--- config.mk ---
export PLATFORM = sky130hd
export DESIGN_NAME = ams_adc_mode_sequencer
export DESIGN_NICKNAME = d
export VERILOG_FILES = /design/src/rtl/ams_adc_mode_sequencer.v
export VERILOG_INCLUDE_DIRS = /design/src /design/src/rtl
export SDC_FILE = /design/constraint.sdc
export NUM_CORES = 1
export LEC_CHECK = 0
export BUFFER_PORTS_ARGS = -buffer_cell sky130_fd_sc_hd__buf_4
export CAP_MARGIN = 10
export CORE_MARGIN = 10
export CORE_UTILIZATION = 57
export CTS_CLUSTER_SIZE = 10
export DETAILED_ROUTE_END_ITERATION = 10
export PLACE_DENSITY = 0.95
export SLEW_MARGIN = 25
export SYNTH_ARGS = -nofsm -noshare
export SYNTH_HDL_FRONTEND = slang
export SYNTH_SLANG_ARGS = --single-unit
--- constraint.sdc ---
create_clock -name clk -period 7.7 [get_ports clk]
set_input_delay 2.31 -clock clk [delete_from_list [all_inputs] [get_ports clk]]
set_output_delay 2.31 -clock clk [all_outputs]
set_load 0.01 [all_outputs]
--- src/rtl/ams_adc_regs.vh ---
// Register map, field positions and timing constants of the converter mode sequencer.
`ifndef AMS_ADC_REGS_VH
`define AMS_ADC_REGS_VH

// ==========================================================================
// Register byte offsets
`define AMS_OFF_CTRL0 8'h00
`define AMS_OFF_CTRL1 8'h04
`define AMS_OFF_STATUS 8'h08
`define AMS_OFF_RESULT0 8'h10
`define AMS_OFF_RESULT7 8'h2C

// ==========================================================================
// Control 0 fields
`define AMS_C0_MODE_LO 0
`define AMS_C0_MODE_HI 1
`define AMS_C0_CHAN_LO 2
`define AMS_C0_CHAN_HI 4
`define AMS_C0_DIV_LO 5
`define AMS_C0_DIV_HI 6
`define AMS_C0_START 7

// Control 1 fields
`define AMS_C1_RES10 0
`define AMS_C1_HOLD 1
`define AMS_C1_ALT 2
`define AMS_C1_SWEEP_LO 3
`define AMS_C1_SWEEP_HI 4

// Status fields
`define AMS_ST_REQ 0
`define AMS_ST_BUSY 1
`define AMS_ST_CHAN_LO 2
`define AMS_ST_CHAN_HI 4

// ==========================================================================
// Mode and divisor encodings
`define AMS_MODE_ONESHOT 2'h0
`define AMS_MODE_REPEAT 2'h1
`define AMS_MODE_SWEEP 2'h2
`define AMS_MODE_RSWEEP0 2'h3
`define AMS_DIV_BY4 2'h0
`define AMS_DIV_BY2 2'h1
`define AMS_DIV_BY1 2'h2

// ==========================================================================
// Timing in conversion clock cycles
`define AMS_CYC_HOLD_10 6'h21
`define AMS_CYC_HOLD_8 6'h1C
`define AMS_CYC_NOHOLD_10 6'h3B
`define AMS_CYC_NOHOLD_8 6'h31
`define AMS_CYC_SAMPLE 6'h03

// Widths and reset values
`define AMS_RES_W 10
`define AMS_NUM_CH 8
`define AMS_NUM_ALT 5
`define AMS_MASK_8BIT 10'h3FC
`define AMS_MASK_10BIT 10'h3FF
`define AMS_RST_CTRL0 8'h00
`define AMS_RST_CTRL1 5'h00

`endif

--- src/rtl/ams_adc_mode_sequencer.v ---
// Conversion sequencer of a successive-approximation converter with an APB register port.
//
// Design decisions made here: the address map and register access over APB.
`timescale 1ns/1ps
`include "ams_adc_regs.vh"

module ams_adc_mode_sequencer (
    input wire clk,
    input wire sys_rst,
    input wire psel,
    input wire penable,
    input wire pwrite,
    input wire [7:0] paddr,
    input wire [31:0] pwdata,
    output wire pready,
    output reg [31:0] prdata,
    output wire pslverr,
    input wire [79:0] analogInputs,
    input wire [49:0] altGroupInputs,
    output wire convRequest,
    output wire convBusy
);

    // ======================================================================
    // Decoding and timing helpers

    // Register index codes; results take 8..15, so bit 3 alone marks them
    localparam IDX_CTRL0 = 4'h0;
    localparam IDX_CTRL1 = 4'h1;
    localparam IDX_STATUS = 4'h2;
    localparam IDX_NONE = 4'h3;

    // Register index: 0 ctrl0, 1 ctrl1, 2 status, 8..15 results, 3 unmapped.
    // Misaligned and out-of-range addresses all fall to the unmapped code.
    function [3:0] decodeAddr;
        input [7:0] addr;
        begin
            if (addr == `AMS_OFF_CTRL0) begin
                decodeAddr = IDX_CTRL0;
            end else if (addr == `AMS_OFF_CTRL1) begin
                decodeAddr = IDX_CTRL1;
            end else if (addr == `AMS_OFF_STATUS) begin
                decodeAddr = IDX_STATUS;
            end else if (addr >= `AMS_OFF_RESULT0 && addr <= `AMS_OFF_RESULT7
                         && addr[1:0] == 2'h0) begin
                decodeAddr = {1'b1, addr[4:2] - 3'h4};
            end else begin
                decodeAddr = IDX_NONE;
            end
        end
    endfunction

    // Conversion length by resolution and hold option
    function [5:0] convLength;
        input res10;
        input hold;
        begin
            if (hold) begin
                convLength = res10 ? `AMS_CYC_HOLD_10 : `AMS_CYC_HOLD_8;
            end else begin
                convLength = res10 ? `AMS_CYC_NOHOLD_10 : `AMS_CYC_NOHOLD_8;
            end
        end
    endfunction

    // ======================================================================
    // State and register storage

    localparam ST_IDLE = 1'b0;
    localparam ST_CONV = 1'b1;

    reg state_ff;
    reg nxt_state;
    reg [1:0] mode_ff;
    reg [2:0] chanSel_ff;
    reg [1:0] clkDiv_ff;
    reg startFlag_ff;
    reg res10_ff;
    reg hold_ff;
    reg altGroup_ff;
    reg [1:0] sweepSize_ff;
    reg convReq_ff;
    reg [1:0] divCnt_ff;
    reg [5:0] cycCnt_ff;
    reg [5:0] nxt_cycCnt;
    reg [2:0] curChan_ff;
    reg [2:0] nxt_curChan;
    reg [9:0] heldSample_ff;
    reg [9:0] resultMem [0:7];
    reg finishConv;
    reg [31:0] readMux;
    integer idx;

    wire [3:0] wrIndex;
    wire [3:0] rdIndex;
    wire apbWrite;
    wire apbSetup;
    wire convTick;
    wire [5:0] lastCycle;
    wire doneTick;
    wire sampleTick;
    wire sweepMode;
    wire [2:0] lastChan;
    wire [9:0] liveValue;
    wire [9:0] convValue;
    wire [9:0] laneValue [0:7];
    wire wrCtrl0;
    wire wrCtrl1;
    wire wrStatus;

    // ======================================================================
    // APB slave: zero wait states, read data captured in the setup cycle
    assign wrIndex = decodeAddr(paddr);
    assign rdIndex = wrIndex;
    assign apbWrite = psel & penable & pwrite;
    assign apbSetup = psel & ~penable;
    assign pready = 1'b1;
    assign pslverr = psel & penable & (wrIndex == IDX_NONE);
    assign convRequest = convReq_ff;
    assign convBusy = state_ff;

    // Write strobes per register; one decode shared by all writers
    assign wrCtrl0 = apbWrite && (wrIndex == IDX_CTRL0);
    assign wrCtrl1 = apbWrite && (wrIndex == IDX_CTRL1);
    assign wrStatus = apbWrite && (wrIndex == IDX_STATUS);

    // Read multiplexer; reserved bits read as zero
    always @* begin
        readMux = 32'h0000_0000;
        case (rdIndex)
            IDX_CTRL0: begin
                readMux[`AMS_C0_MODE_HI:`AMS_C0_MODE_LO] = mode_ff;
                readMux[`AMS_C0_CHAN_HI:`AMS_C0_CHAN_LO] = chanSel_ff;
                readMux[`AMS_C0_DIV_HI:`AMS_C0_DIV_LO] = clkDiv_ff;
                readMux[`AMS_C0_START] = startFlag_ff;
            end
            IDX_CTRL1: begin
                readMux[`AMS_C1_RES10] = res10_ff;
                readMux[`AMS_C1_HOLD] = hold_ff;
                readMux[`AMS_C1_ALT] = altGroup_ff;
                readMux[`AMS_C1_SWEEP_HI:`AMS_C1_SWEEP_LO] = sweepSize_ff;
            end
            IDX_STATUS: begin
                readMux[`AMS_ST_REQ] = convReq_ff;
                readMux[`AMS_ST_BUSY] = state_ff;
                readMux[`AMS_ST_CHAN_HI:`AMS_ST_CHAN_LO] = curChan_ff;
            end
            IDX_NONE: begin
                readMux = 32'h0000_0000;
            end
            default: begin
                readMux[`AMS_RES_W-1:0] = resultMem[rdIndex[2:0]];
            end
        endcase
    end

    // Read data is a flop so it is steady through the access phase
    always @(posedge clk) begin
        if (sys_rst) begin
            prdata <= 32'h0000_0000;
        end else if (apbSetup) begin
            prdata <= readMux;
        end
    end

    // ======================================================================
    // Control registers; a software write wins over a hardware clear of
    // the start flag so a restart issued at the finishing edge is kept
    always @(posedge clk) begin
        if (sys_rst) begin
            mode_ff <= `AMS_MODE_ONESHOT;
            chanSel_ff <= 3'h0;
            clkDiv_ff <= `AMS_DIV_BY4;
            startFlag_ff <= 1'b0;
            res10_ff <= 1'b0;
            hold_ff <= 1'b0;
            altGroup_ff <= 1'b0;
            sweepSize_ff <= 2'h0;
        end else begin
            if (finishConv) begin
                startFlag_ff <= 1'b0;
            end
            if (wrCtrl0) begin
                mode_ff <= pwdata[`AMS_C0_MODE_HI:`AMS_C0_MODE_LO];
                chanSel_ff <= pwdata[`AMS_C0_CHAN_HI:`AMS_C0_CHAN_LO];
                clkDiv_ff <= pwdata[`AMS_C0_DIV_HI:`AMS_C0_DIV_LO];
                startFlag_ff <= pwdata[`AMS_C0_START];
            end
            if (wrCtrl1) begin
                res10_ff <= pwdata[`AMS_C1_RES10];
                hold_ff <= pwdata[`AMS_C1_HOLD];
                altGroup_ff <= pwdata[`AMS_C1_ALT];
                sweepSize_ff <= pwdata[`AMS_C1_SWEEP_HI:`AMS_C1_SWEEP_LO];
            end
        end
    end

    // Request bit: set by hardware, cleared by software writing zero.
    // Setting wins when both land on the same edge.
    always @(posedge clk) begin
        if (sys_rst) begin
            convReq_ff <= 1'b0;
        end else if (finishConv) begin
            convReq_ff <= 1'b1;
        end else if (wrStatus && !pwdata[`AMS_ST_REQ]) begin
            convReq_ff <= 1'b0;
        end
    end

    // ======================================================================
    // Conversion clock enable; an invalid divisor code runs as divide by 4.
    // The divider runs free, so the first tick of a conversion lands up to
    // divisor-1 clocks after busy rises; software sees only this jitter.
    always @(posedge clk) begin
        if (sys_rst) begin
            divCnt_ff <= 2'h0;
        end else begin
            divCnt_ff <= divCnt_ff + 2'h1;
        end
    end

    assign convTick = (clkDiv_ff == `AMS_DIV_BY1) ||
                      (clkDiv_ff == `AMS_DIV_BY2 && divCnt_ff[0]) ||
                      (divCnt_ff == 2'h3 && clkDiv_ff != `AMS_DIV_BY2);

    // ======================================================================
    // Input routing: alternate group stands in for lanes zero to four
    genvar gi;
    generate
        for (gi = 0; gi < `AMS_NUM_CH; gi = gi + 1) begin : g_lane
            if (gi < `AMS_NUM_ALT) begin : g_alt
                assign laneValue[gi] = altGroup_ff ?
                    altGroupInputs[gi*`AMS_RES_W +: `AMS_RES_W] :
                    analogInputs[gi*`AMS_RES_W +: `AMS_RES_W];
            end else begin : g_pri
                assign laneValue[gi] = analogInputs[gi*`AMS_RES_W +: `AMS_RES_W];
            end
        end
    endgenerate

    assign liveValue = laneValue[curChan_ff];
    assign sweepMode = mode_ff[1];
    assign lastChan = {sweepSize_ff, 1'b1};
    assign lastCycle = convLength(res10_ff, hold_ff) - 6'h01;
    assign doneTick = (state_ff == ST_CONV) && convTick && (cycCnt_ff == lastCycle);
    assign sampleTick = (state_ff == ST_CONV) && convTick && hold_ff &&
                        (cycCnt_ff == `AMS_CYC_SAMPLE - 6'h01);
    // Held value with hold enabled, otherwise the input at the last cycle
    assign convValue = (hold_ff ? heldSample_ff : liveValue) &
                       (res10_ff ? `AMS_MASK_10BIT : `AMS_MASK_8BIT);

    // Sampling window: the input is followed for three conversion clock cycles, then held
    always @(posedge clk) begin
        if (sys_rst) begin
            heldSample_ff <= 10'h000;
        end else if (sampleTick) begin
            heldSample_ff <= liveValue;
        end
    end

    // ======================================================================
    // Sequencer next state. A stop from software wins over completion in
    // the same cycle, so an aborted conversion never stores its result.
    always @* begin
        nxt_state = state_ff;
        nxt_cycCnt = cycCnt_ff;
        nxt_curChan = curChan_ff;
        finishConv = 1'b0;
        case (state_ff)
            ST_IDLE: begin
                if (startFlag_ff) begin
                    nxt_state = ST_CONV;
                    nxt_cycCnt = 6'h00;
                    nxt_curChan = sweepMode ? 3'h0 : chanSel_ff;
                end
            end
            ST_CONV: begin
                if (!startFlag_ff) begin
                    // Software stop aborts the conversion in flight
                    nxt_state = ST_IDLE;
                end else if (doneTick) begin
                    nxt_cycCnt = 6'h00;
                    case (mode_ff)
                        `AMS_MODE_ONESHOT: begin
                            finishConv = 1'b1;
                            nxt_state = ST_IDLE;
                        end
                        `AMS_MODE_REPEAT: begin
                            nxt_curChan = curChan_ff;
                        end
                        `AMS_MODE_SWEEP: begin
                            if (curChan_ff == lastChan) begin
                                finishConv = 1'b1;
                                nxt_state = ST_IDLE;
                            end else begin
                                nxt_curChan = curChan_ff + 3'h1;
                            end
                        end
                        `AMS_MODE_RSWEEP0: begin
                            // Wrap straight back to lane zero, no idle cycle
                            nxt_curChan = (curChan_ff == lastChan) ?
                                          3'h0 : curChan_ff + 3'h1;
                        end
                        default: begin
                            nxt_state = ST_IDLE;
                        end
                    endcase
                end else if (convTick) begin
                    nxt_cycCnt = cycCnt_ff + 6'h01;
                end
            end
            default: begin
                nxt_state = ST_IDLE;
            end
        endcase
    end

    // Sequencer registers
    always @(posedge clk) begin
        if (sys_rst) begin
            state_ff <= ST_IDLE;
            cycCnt_ff <= 6'h00;
            curChan_ff <= 3'h0;
        end else begin
            state_ff <= nxt_state;
            cycCnt_ff <= nxt_cycCnt;
            curChan_ff <= nxt_curChan;
        end
    end

    // ======================================================================
    // Result store: each finished conversion lands in its lane's register;
    // older results of other lanes are left untouched
    always @(posedge clk) begin
        if (sys_rst) begin
            for (idx = 0; idx < `AMS_NUM_CH; idx = idx + 1) begin
                resultMem[idx] <= 10'h000;
            end
        end else if (doneTick && startFlag_ff) begin
            resultMem[curChan_ff] <= convValue;
        end
    end

endmodule // ams_adc_mode_sequencer

==> flow_summary.html, run 1 <==
<table>
<tr><th>Metric</th><th>Value</th></tr>
<tr><th colspan="2">Critical path</th></tr>
<tr><td>Worst R2R Path Depth</td><td>6</td></tr>
<tr><td>Sort of element at the end of the critical path</td><td>primary output</td></tr>
<tr><td>CP Data Arrival Time</td><td>4.05 ns</td></tr>
<tr><td>Worst-case register-to-register setup slack</td><td>4.38 ns</td></tr>
<tr><td>Data required time of the worst path</td><td>~5.4 ns</td></tr>
<tr><td>Top fanout value on the critical path</td><td>19</td></tr>
<tr><td>Worst Setup Path Type</td><td>in -&gt; out</td></tr>
<tr><td>Reg2reg start</td><td>hold_ff$_SDFFE_PP0P_</td></tr>
<tr><td>R2R Path End</td><td>resultMem[6][6]$_SDFFCE_PN0P_</td></tr>
<tr><td>CP startpoint kind</td><td>input pin</td></tr>
<tr><th colspan="2">Clock network</th></tr>
<tr><td>Clock latency of the later-clocked register in the worst-skew pair</td><td>0.43 ns</td></tr>
<tr><td>CTS H-tree depth</td><td>4</td></tr>
<tr><td>TritonCTS clock tree</td><td>built</td></tr>
<tr><td>Setup repair bufs after CTS</td><td>0</td></tr>
<tr><td>CTS clock-pin slew for the worst setup and hold paths</td><td>0.06 ns</td></tr>
<tr><td>Cts bufs inserted</td><td>17</td></tr>
<tr><td>Longest Clk Path Bufs</td><td>2</td></tr>
<tr><td>Clock root buffer</td><td>sky130_fd_sc_hd__clkbuf_16</td></tr>
<tr><td>Total clock sinks</td><td>126</td></tr>
<tr><td>Number of hold-repair buffers added at the cts stage</td><td>0</td></tr>
<tr><td>Post-CTS resize count</td><td>0</td></tr>
<tr><th colspan="2">Logic synthesis</th></tr>
<tr><td>Synth Flop Type</td><td>sky130_fd_sc_hd__edfxtp_1</td></tr>
<tr><td>Fraction of post-synthesis cell area in the top cell type by area</td><td>31.56%</td></tr>
<tr><td>Proportion of synthesized chip area in sequential cells</td><td>43.66%</td></tr>
<tr><td>Cell variety after synth</td><td>77</td></tr>
<tr><td>Number of flops mapped to enable cells by yosys</td><td>80</td></tr>
<tr><td>Average size of a mapped cell</td><td>roughly 11 um^2</td></tr>
<tr><td>Leading post-synthesis cells by cell area</td><td>sky130_fd_sc_hd__edfxtp_1 32%, sky130_fd_sc_hd__dfxtp_1 12%, sky130_fd_sc_hd__mux4_2 8.6%, sky130_fd_sc_hd__mux2i_1 6.6%, sky130_fd_sc_hd__nor2_1 5.3%</td></tr>
<tr><td>Biggest area consumer among synthesized cells</td><td>sky130_fd_sc_hd__edfxtp_1</td></tr>
<tr><td>Number of standard cells after synthesis</td><td>700</td></tr>
<tr><td>Register bit total from synthesis</td><td>126</td></tr>
<tr><td>Mapped cell area</td><td>0.007612 mm^2</td></tr>
<tr><td>Yosys synthesis warning count</td><td>0</td></tr>
<tr><td>Proportion of synthesized flip-flops having asynchronous set or reset</td><td>0%</td></tr>
<tr><th colspan="2">STA</th></tr>
<tr><td>Total negative slack</td><td>0 ns</td></tr>
<tr><td>Final period util</td><td>82.60%</td></tr>
<tr><td>Shortest period the worst path allows</td><td>6.360 ns</td></tr>
<tr><td>Count of final hold-check violations</td><td>0</td></tr>
<tr><td>RSZ-0062 raised after global routing</td><td>false</td></tr>
<tr><td>WHS</td><td>between 0.4 and 0.5 ns</td></tr>
<tr><td>Final worst clock skew</td><td>about 0.016 ns</td></tr>
<tr><td>Setup Viol. Count Final</td><td>0</td></tr>
<tr><td>Worst Tran Pin Value</td><td>a little over 1 ns</td></tr>
<tr><td>Achievable clock frequency</td><td>157.2 MHz</td></tr>
<tr><td>Final count of pins violating max slew</td><td>0</td></tr>
<tr><td>Slew Limit Headroom</td><td>32.41%</td></tr>
<tr><td>Slack of the critical path</td><td>1.340 ns</td></tr>
<tr><th colspan="2">Placement</th></tr>
<tr><td>HPWL after DPL</td><td>around 17000 um</td></tr>
<tr><td>Number of input and output port buffers inserted</td><td>163</td></tr>
<tr><td>Placement-stage worst setup slack</td><td>1.374 ns</td></tr>
<tr><td>Instance count after placement with tap cells included</td><td>988</td></tr>
<tr><td>Weighted congestion at the end of routability-driven global placement</td><td>0.9222</td></tr>
<tr><th colspan="2">Layout</th></tr>
<tr><td>Antenna diode instance count</td><td>0</td></tr>
<tr><td>Filler cell count</td><td>863</td></tr>
<tr><td>Number of standard cells in the layout, taps in and fillers out</td><td>between 1000 and 1500</td></tr>
<tr><td>Area growth, synth to finish</td><td>22.47%</td></tr>
<tr><td>Final net count</td><td>roughly 1000</td></tr>
<tr><td>Fraction of final layout cells with drive strength greater than 1</td><td>about a third</td></tr>
<tr><th colspan="2">Global route</th></tr>
<tr><td>First-pass GRT wire length</td><td>37020 um</td></tr>
<tr><td>Gr usage total</td><td>between 20% and 30%</td></tr>
<tr><td>Via count of the first global-routing pass</td><td>6631</td></tr>
<tr><td>Largest net degree at the start of global routing</td><td>63</td></tr>
<tr><td>Overflow left after global routing</td><td>0</td></tr>
<tr><td>Initial antenna violation count</td><td>0</td></tr>
<tr><th colspan="2">Route</th></tr>
<tr><td>Number of DRC markers in iteration 0</td><td>935</td></tr>
<tr><td>Total length of routed wires</td><td>23860 um</td></tr>
<tr><td>Length of the first detailed-routing pass in iterations</td><td>6</td></tr>
<tr><td>Per-cell routed wire length</td><td>approximately 23 um</td></tr>
<tr><td>Number of DRC violations after detailed routing</td><td>0</td></tr>
<tr><td>Ratio of routed vias to standard cells</td><td>6.439</td></tr>
<tr><td>Number of antenna-violating nets in the routed design</td><td>0</td></tr>
<tr><td>Overall via count from detail_route</td><td>between 6000 and 7000</td></tr>
<tr><th colspan="2">Floorplan</th></tr>
<tr><td>Die boundary width</td><td>~140 um</td></tr>
<tr><td>Vertical die dimension</td><td>roughly 140 um</td></tr>
<tr><td>Area inside the core boundary</td><td>0.01314 mm^2</td></tr>
<tr><td>Starting utilization of the core area</td><td>57.94%</td></tr>
<tr><td>Area enclosed by the die boundary</td><td>0.01838 mm^2</td></tr>
<tr><td>Standard-cell row count</td><td>42</td></tr>
<tr><td>Top-Level Pins</td><td>211</td></tr>
<tr><th colspan="2">Hold path</th></tr>
<tr><td>Hold path startpoint</td><td>divCnt_ff[0]$_SDFF_PP0_</td></tr>
<tr><td>Number of cells on the worst hold path</td><td>1</td></tr>
<tr><td>Worst hold path class</td><td>reg -&gt; reg</td></tr>
<tr><td>Hold-critical path endpoint</td><td>divCnt_ff[0]$_SDFF_PP0_</td></tr>
<tr><th colspan="2">Power</th></tr>
<tr><td>Power after layout</td><td>1.743 mW</td></tr>
<tr><td>Max IR drop VDD</td><td>0.0001618 V</td></tr>
<tr><td>Pwr per Cell Area</td><td>roughly 190 mW/mm^2</td></tr>
<tr><td>Leak pwr</td><td>3.539 nW</td></tr>
<tr><th colspan="2">Outcome</th></tr>
<tr><td>Result of the run</td><td>finished clean</td></tr>
<tr><th colspan="2">Flow run</th></tr>
<tr><td>Max_cap viols</td><td>0</td></tr>
</table>
## logic make-up (layout without fill, tap and decap cells)
group	Yosys count	after routing	synth area share, %
xor gates and xnor gates	11	11	1.266
buffers and inverters	84	207	6.246
DFF	126	126	43.66
other	2	23	0.09866
muxes	105	105	20.38
and+or+nand+nor	248	248	16.19
AOI/OAI and AO/OA	117	117	11.01
adders and majority gates	7	7	1.151
## cell usage after synthesis, drive strengths merged, types with 2 or more instances
cell type,number
clkbuf,23
nor3b,5
dfxtp,46
nor4,12
a211o,2
nand2b,5
a2bb2oi,2
a221o,5
o21ai,31
nor2b,4
a211oi,13
inv,10
a311oi,3
xnor2,4
a41o,3
and3,4
o211ai,5
mux2,17
ha,7
mux2i,58
and3b,3
o41ai,3
o2111ai,2
edfxtp,80
a31oi,10
conb,2
a221oi,3
buf,50
xor2,7
nand4,3
a21oi,15
nand3,11
nor2,112
mux4,30
a2111oi,2
and2,9
and4,2
nor3,28
o22ai,2
or3,3
nand2,42
a22oi,4
## routing by layer
layer / global-route usage, % / vias to the layer above / share of wire (%)
met3: 6.788 / 83 / 11
met4: 10.35 / 0 / 3.3
met1: 30.50 / 3165 / 36
met2: 43.52 / 467 / 50
met5: 0 / - / 0
li1: - / 2853 / -
## through the flow
step           cell area, um^2  util [%]
5_1_grt                   9323     70.96
3_5_place_dp              8711     66.30
6_report                  9323     70.96
4_1_cts                   9319     70.93
2_1_floorplan             7691         -
3_3_place_gp              8711     66.30
## sequential cells by signal, indices dropped and copies added (netlist names)
register and flops:
altGroup_ff 1, chanSel_ff 3, clkDiv_ff 2, convBusy 1, convRequest 1, curChan_ff 3
cycCnt_ff 6, divCnt_ff 2, heldSample_ff 10, hold_ff 1, mode_ff 2, prdata 10
res10_ff 1, resultMem 80, startFlag_ff 1, sweepSize_ff 2
## layout by cell type (no fill, tap or decap), types with 4 or more instances in the layout
master	instances
sky130_fd_sc_hd__nand2b_1	5
sky130_fd_sc_hd__xnor2_1	4
sky130_fd_sc_hd__a22oi_1	4
sky130_fd_sc_hd__nor2_1	108
sky130_fd_sc_hd__and3_1	4
sky130_fd_sc_hd__nor3b_1	4
sky130_fd_sc_hd__mux2i_4	8
sky130_fd_sc_hd__nor3_1	25
sky130_fd_sc_hd__xor2_1	7
sky130_fd_sc_hd__conb_1	23
sky130_fd_sc_hd__inv_1	9
sky130_fd_sc_hd__mux2_2	17
sky130_fd_sc_hd__buf_4	164
sky130_fd_sc_hd__inv_6	5
sky130_fd_sc_hd__a211oi_1	12
sky130_fd_sc_hd__a31oi_1	10
sky130_fd_sc_hd__o21ai_0	28
sky130_fd_sc_hd__clkbuf_16	17
sky130_fd_sc_hd__nor2_4	4
sky130_fd_sc_hd__o211ai_1	5
sky130_fd_sc_hd__a21oi_1	15
sky130_fd_sc_hd__clkinv_4	4
sky130_fd_sc_hd__mux2i_1	50
sky130_fd_sc_hd__nand3_1	11
sky130_fd_sc_hd__nor2b_1	4
sky130_fd_sc_hd__mux4_2	29
sky130_fd_sc_hd__and2_1	9
sky130_fd_sc_hd__a221o_1	5
sky130_fd_sc_hd__nand2_1	41
sky130_fd_sc_hd__ha_1	7
sky130_fd_sc_hd__edfxtp_1	80
sky130_fd_sc_hd__dfxtp_1	43
sky130_fd_sc_hd__nor4_1	9
## report_power, final
part           leakage, nW  total [mW]  switching, mW  internal [mW]
combinational         2.04       0.174         0.0882         0.0856
clock                0.300       0.830          0.317          0.513
sequential            1.20       0.739        0.00655          0.733
## worst max path at each step
stage / depth (start not counted) / to / from
global placement: 5 / pslverr / paddr[6]
CTS: 5 / pslverr / paddr[6]
finish: 5 / pslverr / paddr[6]
floorplan: 5 / pslverr / paddr[6]
global route: 5 / pslverr / paddr[6]
detailed placement: 5 / pslverr / paddr[6]
## layout make-up
class                      count  area [um^2]  area share [%]
clock buffer                  17        425.4           4.563
clock inverter                15        182.7           1.959
inverter                      11        41.29          0.4429
multi-input combinational    511         3892           41.75
sequential                   126         3329           35.71
tap                          176        220.2           2.362
timing repair buffer         164         1231           13.21
## worst max-delay path, cell delays in order
cell                       delay (ns)
sky130_fd_sc_hd__buf_4           0.12
sky130_fd_sc_hd__or4_1           0.92
sky130_fd_sc_hd__a211oi_2        0.42
sky130_fd_sc_hd__nor3_1          0.11
sky130_fd_sc_hd__buf_4           0.16
No activity file was read; power rests on OpenSTA's default activity.
==> run 2: changes to the inputs <==
--- a/config.mk
+++ b/config.mk
@@ -9,10 +9,10 @@
 export BUFFER_PORTS_ARGS = -buffer_cell sky130_fd_sc_hd__buf_4
 export CAP_MARGIN = 10
 export CORE_MARGIN = 10
-export CORE_UTILIZATION = 57
+export CORE_UTILIZATION = 48
 export CTS_CLUSTER_SIZE = 10
 export DETAILED_ROUTE_END_ITERATION = 10
-export PLACE_DENSITY = 0.95
+export PLACE_DENSITY = 0.88
 export SLEW_MARGIN = 25
 export SYNTH_ARGS = -nofsm -noshare
 export SYNTH_HDL_FRONTEND = slang
==> constraint.sdc (replaced) <==
create_clock -name clk -period 5.7 [get_ports clk]
set_input_delay 1.71 -clock clk [delete_from_list [all_inputs] [get_ports clk]]
set_output_delay 1.71 -clock clk [all_outputs]
set_load 0.01 [all_outputs]
==> run 2 against run 1 <==
Effect of this change:
- via count shrank 3.2%
- sequential power grew 35%
- count of clock-buffer cells in the layout is the same
- hold slack lost 0.017 ns
- non-clock buffer count grew 1
- die area grew 16%
- cell count grew 3.5%
- power grew 29%
- wire length shrank 5.2%
- clock skew shrank 0.0076 ns
- critical endpoint unchanged
- largest cell class unchanged
==> flow_summary.html, run 2 (synthesis results as in run 1) <==
<table>
<tr><th>Metric</th><th>Value</th></tr>
<tr><th colspan="2">STA</th></tr>
<tr><td>Total negative slack</td><td>0 ns</td></tr>
<tr><td>Slew Limit Headroom</td><td>37.39%</td></tr>
<tr><td>Setup Viol. Count Final</td><td>0</td></tr>
<tr><td>Slack of the critical path</td><td>0.7658 ns</td></tr>
<tr><td>Count of final hold-check violations</td><td>0</td></tr>
<tr><td>Shortest period the worst path allows</td><td>4.934 ns</td></tr>
<tr><td>Final count of pins violating max slew</td><td>0</td></tr>
<tr><td>Final period util</td><td>86.56%</td></tr>
<tr><td>Achievable clock frequency</td><td>202.7 MHz</td></tr>
<tr><td>Worst Tran Pin Value</td><td>slightly above 0.9 ns</td></tr>
<tr><td>RSZ-0062 raised after global routing</td><td>false</td></tr>
<tr><td>Final worst clock skew</td><td>0.008222 ns</td></tr>
<tr><th colspan="2">Critical path</th></tr>
<tr><td>Cell mode on critical path</td><td>sky130_fd_sc_hd__buf_4</td></tr>
<tr><td>Crit-path cells</td><td>buf_4 -&gt; or4_1 -&gt; a211oi_2 -&gt; nor3_1 -&gt; buf_4</td></tr>
<tr><td>Top fanout value on the critical path</td><td>8</td></tr>
<tr><td>Sort of element at the end of the critical path</td><td>primary output</td></tr>
<tr><td>CP Data Arrival Time</td><td>between 3 and 4 ns</td></tr>
<tr><td>Worst Setup Path Type</td><td>in -&gt; out</td></tr>
<tr><td>CP startpoint kind</td><td>input pin</td></tr>
<tr><td>Data required time of the worst path</td><td>3.99 ns</td></tr>
<tr><td>CP max stage delay</td><td>0.74 ns</td></tr>
<tr><td>Slowest CP cell</td><td>sky130_fd_sc_hd__or4_1</td></tr>
<tr><th colspan="2">Layout</th></tr>
<tr><td>Commonest non-fill, non-tap cell in the layout</td><td>sky130_fd_sc_hd__buf_4</td></tr>
<tr><td>Antenna diode instance count</td><td>0</td></tr>
<tr><td>Area growth, synth to finish</td><td>22.44%</td></tr>
<tr><td>Registers with the most flip-flops</td><td>resultMem (80), heldSample_ff (10), prdata (10)</td></tr>
<tr><td>Utilization after layout</td><td>between 60% and 70%</td></tr>
<tr><td>Register with the most flip-flops</td><td>resultMem</td></tr>
<tr><td>Fraction of final layout cells with drive strength greater than 1</td><td>31.83%</td></tr>
<tr><td>Highest-count cells in the layout ignoring fill and taps</td><td>165 x sky130_fd_sc_hd__buf_4, 108 x sky130_fd_sc_hd__nor2_1, 80 x sky130_fd_sc_hd__edfxtp_1</td></tr>
<tr><td>Max FFs per register</td><td>80</td></tr>
<tr><td>Final net count</td><td>~1000</td></tr>
<tr><th colspan="2">Clock network</th></tr>
<tr><td>Post-CTS resize count</td><td>0</td></tr>
<tr><td>Longest Clk Path Bufs</td><td>2</td></tr>
<tr><td>Clock root buffer</td><td>sky130_fd_sc_hd__clkbuf_16</td></tr>
<tr><td>Cts bufs inserted</td><td>17</td></tr>
<tr><td>Clock latency of the later-clocked register in the worst-skew pair</td><td>0.43 ns</td></tr>
<tr><td>Setup repair bufs after CTS</td><td>0</td></tr>
<tr><td>CTS H-tree depth</td><td>4</td></tr>
<tr><td>Number of hold-repair buffers added at the cts stage</td><td>0</td></tr>
<tr><td>CTS clock-pin slew for the worst setup and hold paths</td><td>0.05 ns</td></tr>
<tr><td>Total clock sinks</td><td>126</td></tr>
<tr><td>TritonCTS clock tree</td><td>built</td></tr>
<tr><th colspan="2">Route</th></tr>
<tr><td>Number of antenna-violating nets in the routed design</td><td>0</td></tr>
<tr><td>Total length of routed wires</td><td>around 23000 um</td></tr>
<tr><td>Number of DRC markers in iteration 0</td><td>between 700 and 800</td></tr>
<tr><td>Overall via count from detail_route</td><td>between 6000 and 7000</td></tr>
<tr><td>Ratio of routed vias to standard cells</td><td>6.021</td></tr>
<tr><td>Number of DRC violations after detailed routing</td><td>0</td></tr>
<tr><td>Length of the first detailed-routing pass in iterations</td><td>5</td></tr>
<tr><td>Per-cell routed wire length</td><td>21.42 um</td></tr>
<tr><th colspan="2">Power</th></tr>
<tr><td>Leak pwr</td><td>3.507 nW</td></tr>
<tr><td>Pwr per Cell Area</td><td>241.4 mW/mm^2</td></tr>
<tr><td>Power after layout</td><td>2.250 mW</td></tr>
<tr><td>Max IR drop VDD</td><td>between 0.00015 and 0.0002 V</td></tr>
<tr><th colspan="2">Global route</th></tr>
<tr><td>Largest net degree at the start of global routing</td><td>63</td></tr>
<tr><td>Overflow left after global routing</td><td>0</td></tr>
<tr><td>Via count of the first global-routing pass</td><td>6347</td></tr>
<tr><td>Gr usage total</td><td>20.60%</td></tr>
<tr><td>Initial antenna violation count</td><td>0</td></tr>
<tr><td>First-pass GRT wire length</td><td>35070 um</td></tr>
<tr><th colspan="2">Floorplan</th></tr>
<tr><td>Vertical die dimension</td><td>145.9 um</td></tr>
<tr><td>Top-Level Pins</td><td>about 210</td></tr>
<tr><td>Standard-cell row count</td><td>45</td></tr>
<tr><td>Die boundary width</td><td>145.9 um</td></tr>
<tr><td>Area inside the core boundary</td><td>0.01537 mm^2</td></tr>
<tr><td>Starting utilization of the core area</td><td>49.52%</td></tr>
<tr><td>Area enclosed by the die boundary</td><td>0.02130 mm^2</td></tr>
<tr><th colspan="2">Placement</th></tr>
<tr><td>Placement-stage worst setup slack</td><td>0.7802 ns</td></tr>
<tr><td>HPWL after DPL</td><td>16530 um</td></tr>
<tr><td>Number of input and output port buffers inserted</td><td>between 150 and 200</td></tr>
<tr><td>Weighted congestion at the end of routability-driven global placement</td><td>0.9287</td></tr>
<tr><th colspan="2">Outcome</th></tr>
<tr><td>Result of the run</td><td>finished clean</td></tr>
<tr><th colspan="2">Flow run</th></tr>
<tr><td>Max_cap viols</td><td>0</td></tr>
<tr><th colspan="2">Hold path</th></tr>
<tr><td>Worst hold path class</td><td>reg -&gt; reg</td></tr>
</table>
## run 2: per-layer routing
metal	routed length, um	up-vias	share of wire (%)	track usage (%)
met2	11400	396	50	34.67
met1	8283	3059	37	23.84
met4	658	0	2.9	8.291
met3	2280	55	10	6.396
li1	-	2848	-	-
met5	0	-	0	0
## run 2: layout make-up
class,count,area [um^2]
fill,1199,6051
sequential,126,3329
clock inverter,15,128.9
multi-input combinational,511,3892
timing repair buffer,165,1239
clock buffer,17,425.4
tap,211,264.0
inverter,11,41.29
## run 2: where the power goes
group	switching, mW	leakage (nW)	internal (mW)
logic	0.115	2.04	0.116
registers	0.00874	1.20	0.990
clock network	0.391	0.263	0.629
total	0.515	3.51	1.74
## run 2: critical path: cells and delay by family
kind / cells / cell delay, ns
simple gates: 2 / 0.85
compound gates: 1 / 0.39
buf+inv: 2 / 0.28
## run 2: worst paths after layout
path,slack [ns],cells after the start,from,to
hold reg to reg,0.45,1,divCnt_ff[0]$_SDFF_PP0_,divCnt_ff[0]$_SDFF_PP0_
setup / recovery,0.77,5,paddr[6],pslverr
setup reg to reg,2.37,6,hold_ff$_SDFFE_PP0P_,resultMem[6][4]$_SDFFCE_PN0P_
hold / removal,0.45,1,divCnt_ff[0]$_SDFF_PP0_,divCnt_ff[0]$_SDFF_PP0_
## run 2: per-stage QoR
| step | hold slack, ns | cells | area, um^2 |
|---|---|---|---|
| after floorplan | 0.4167 | 721 | 7691 |
| after CTS | 0.4539 | 1056 | 9318 |
| after global placement | 0.4283 | 1024 | 8762 |
| after global routing | 0.4985 | 1056 | 9320 |
| final | 0.4544 | 1056 | 9320 |
| after detailed placement | 0.4355 | 1024 | 8763 |
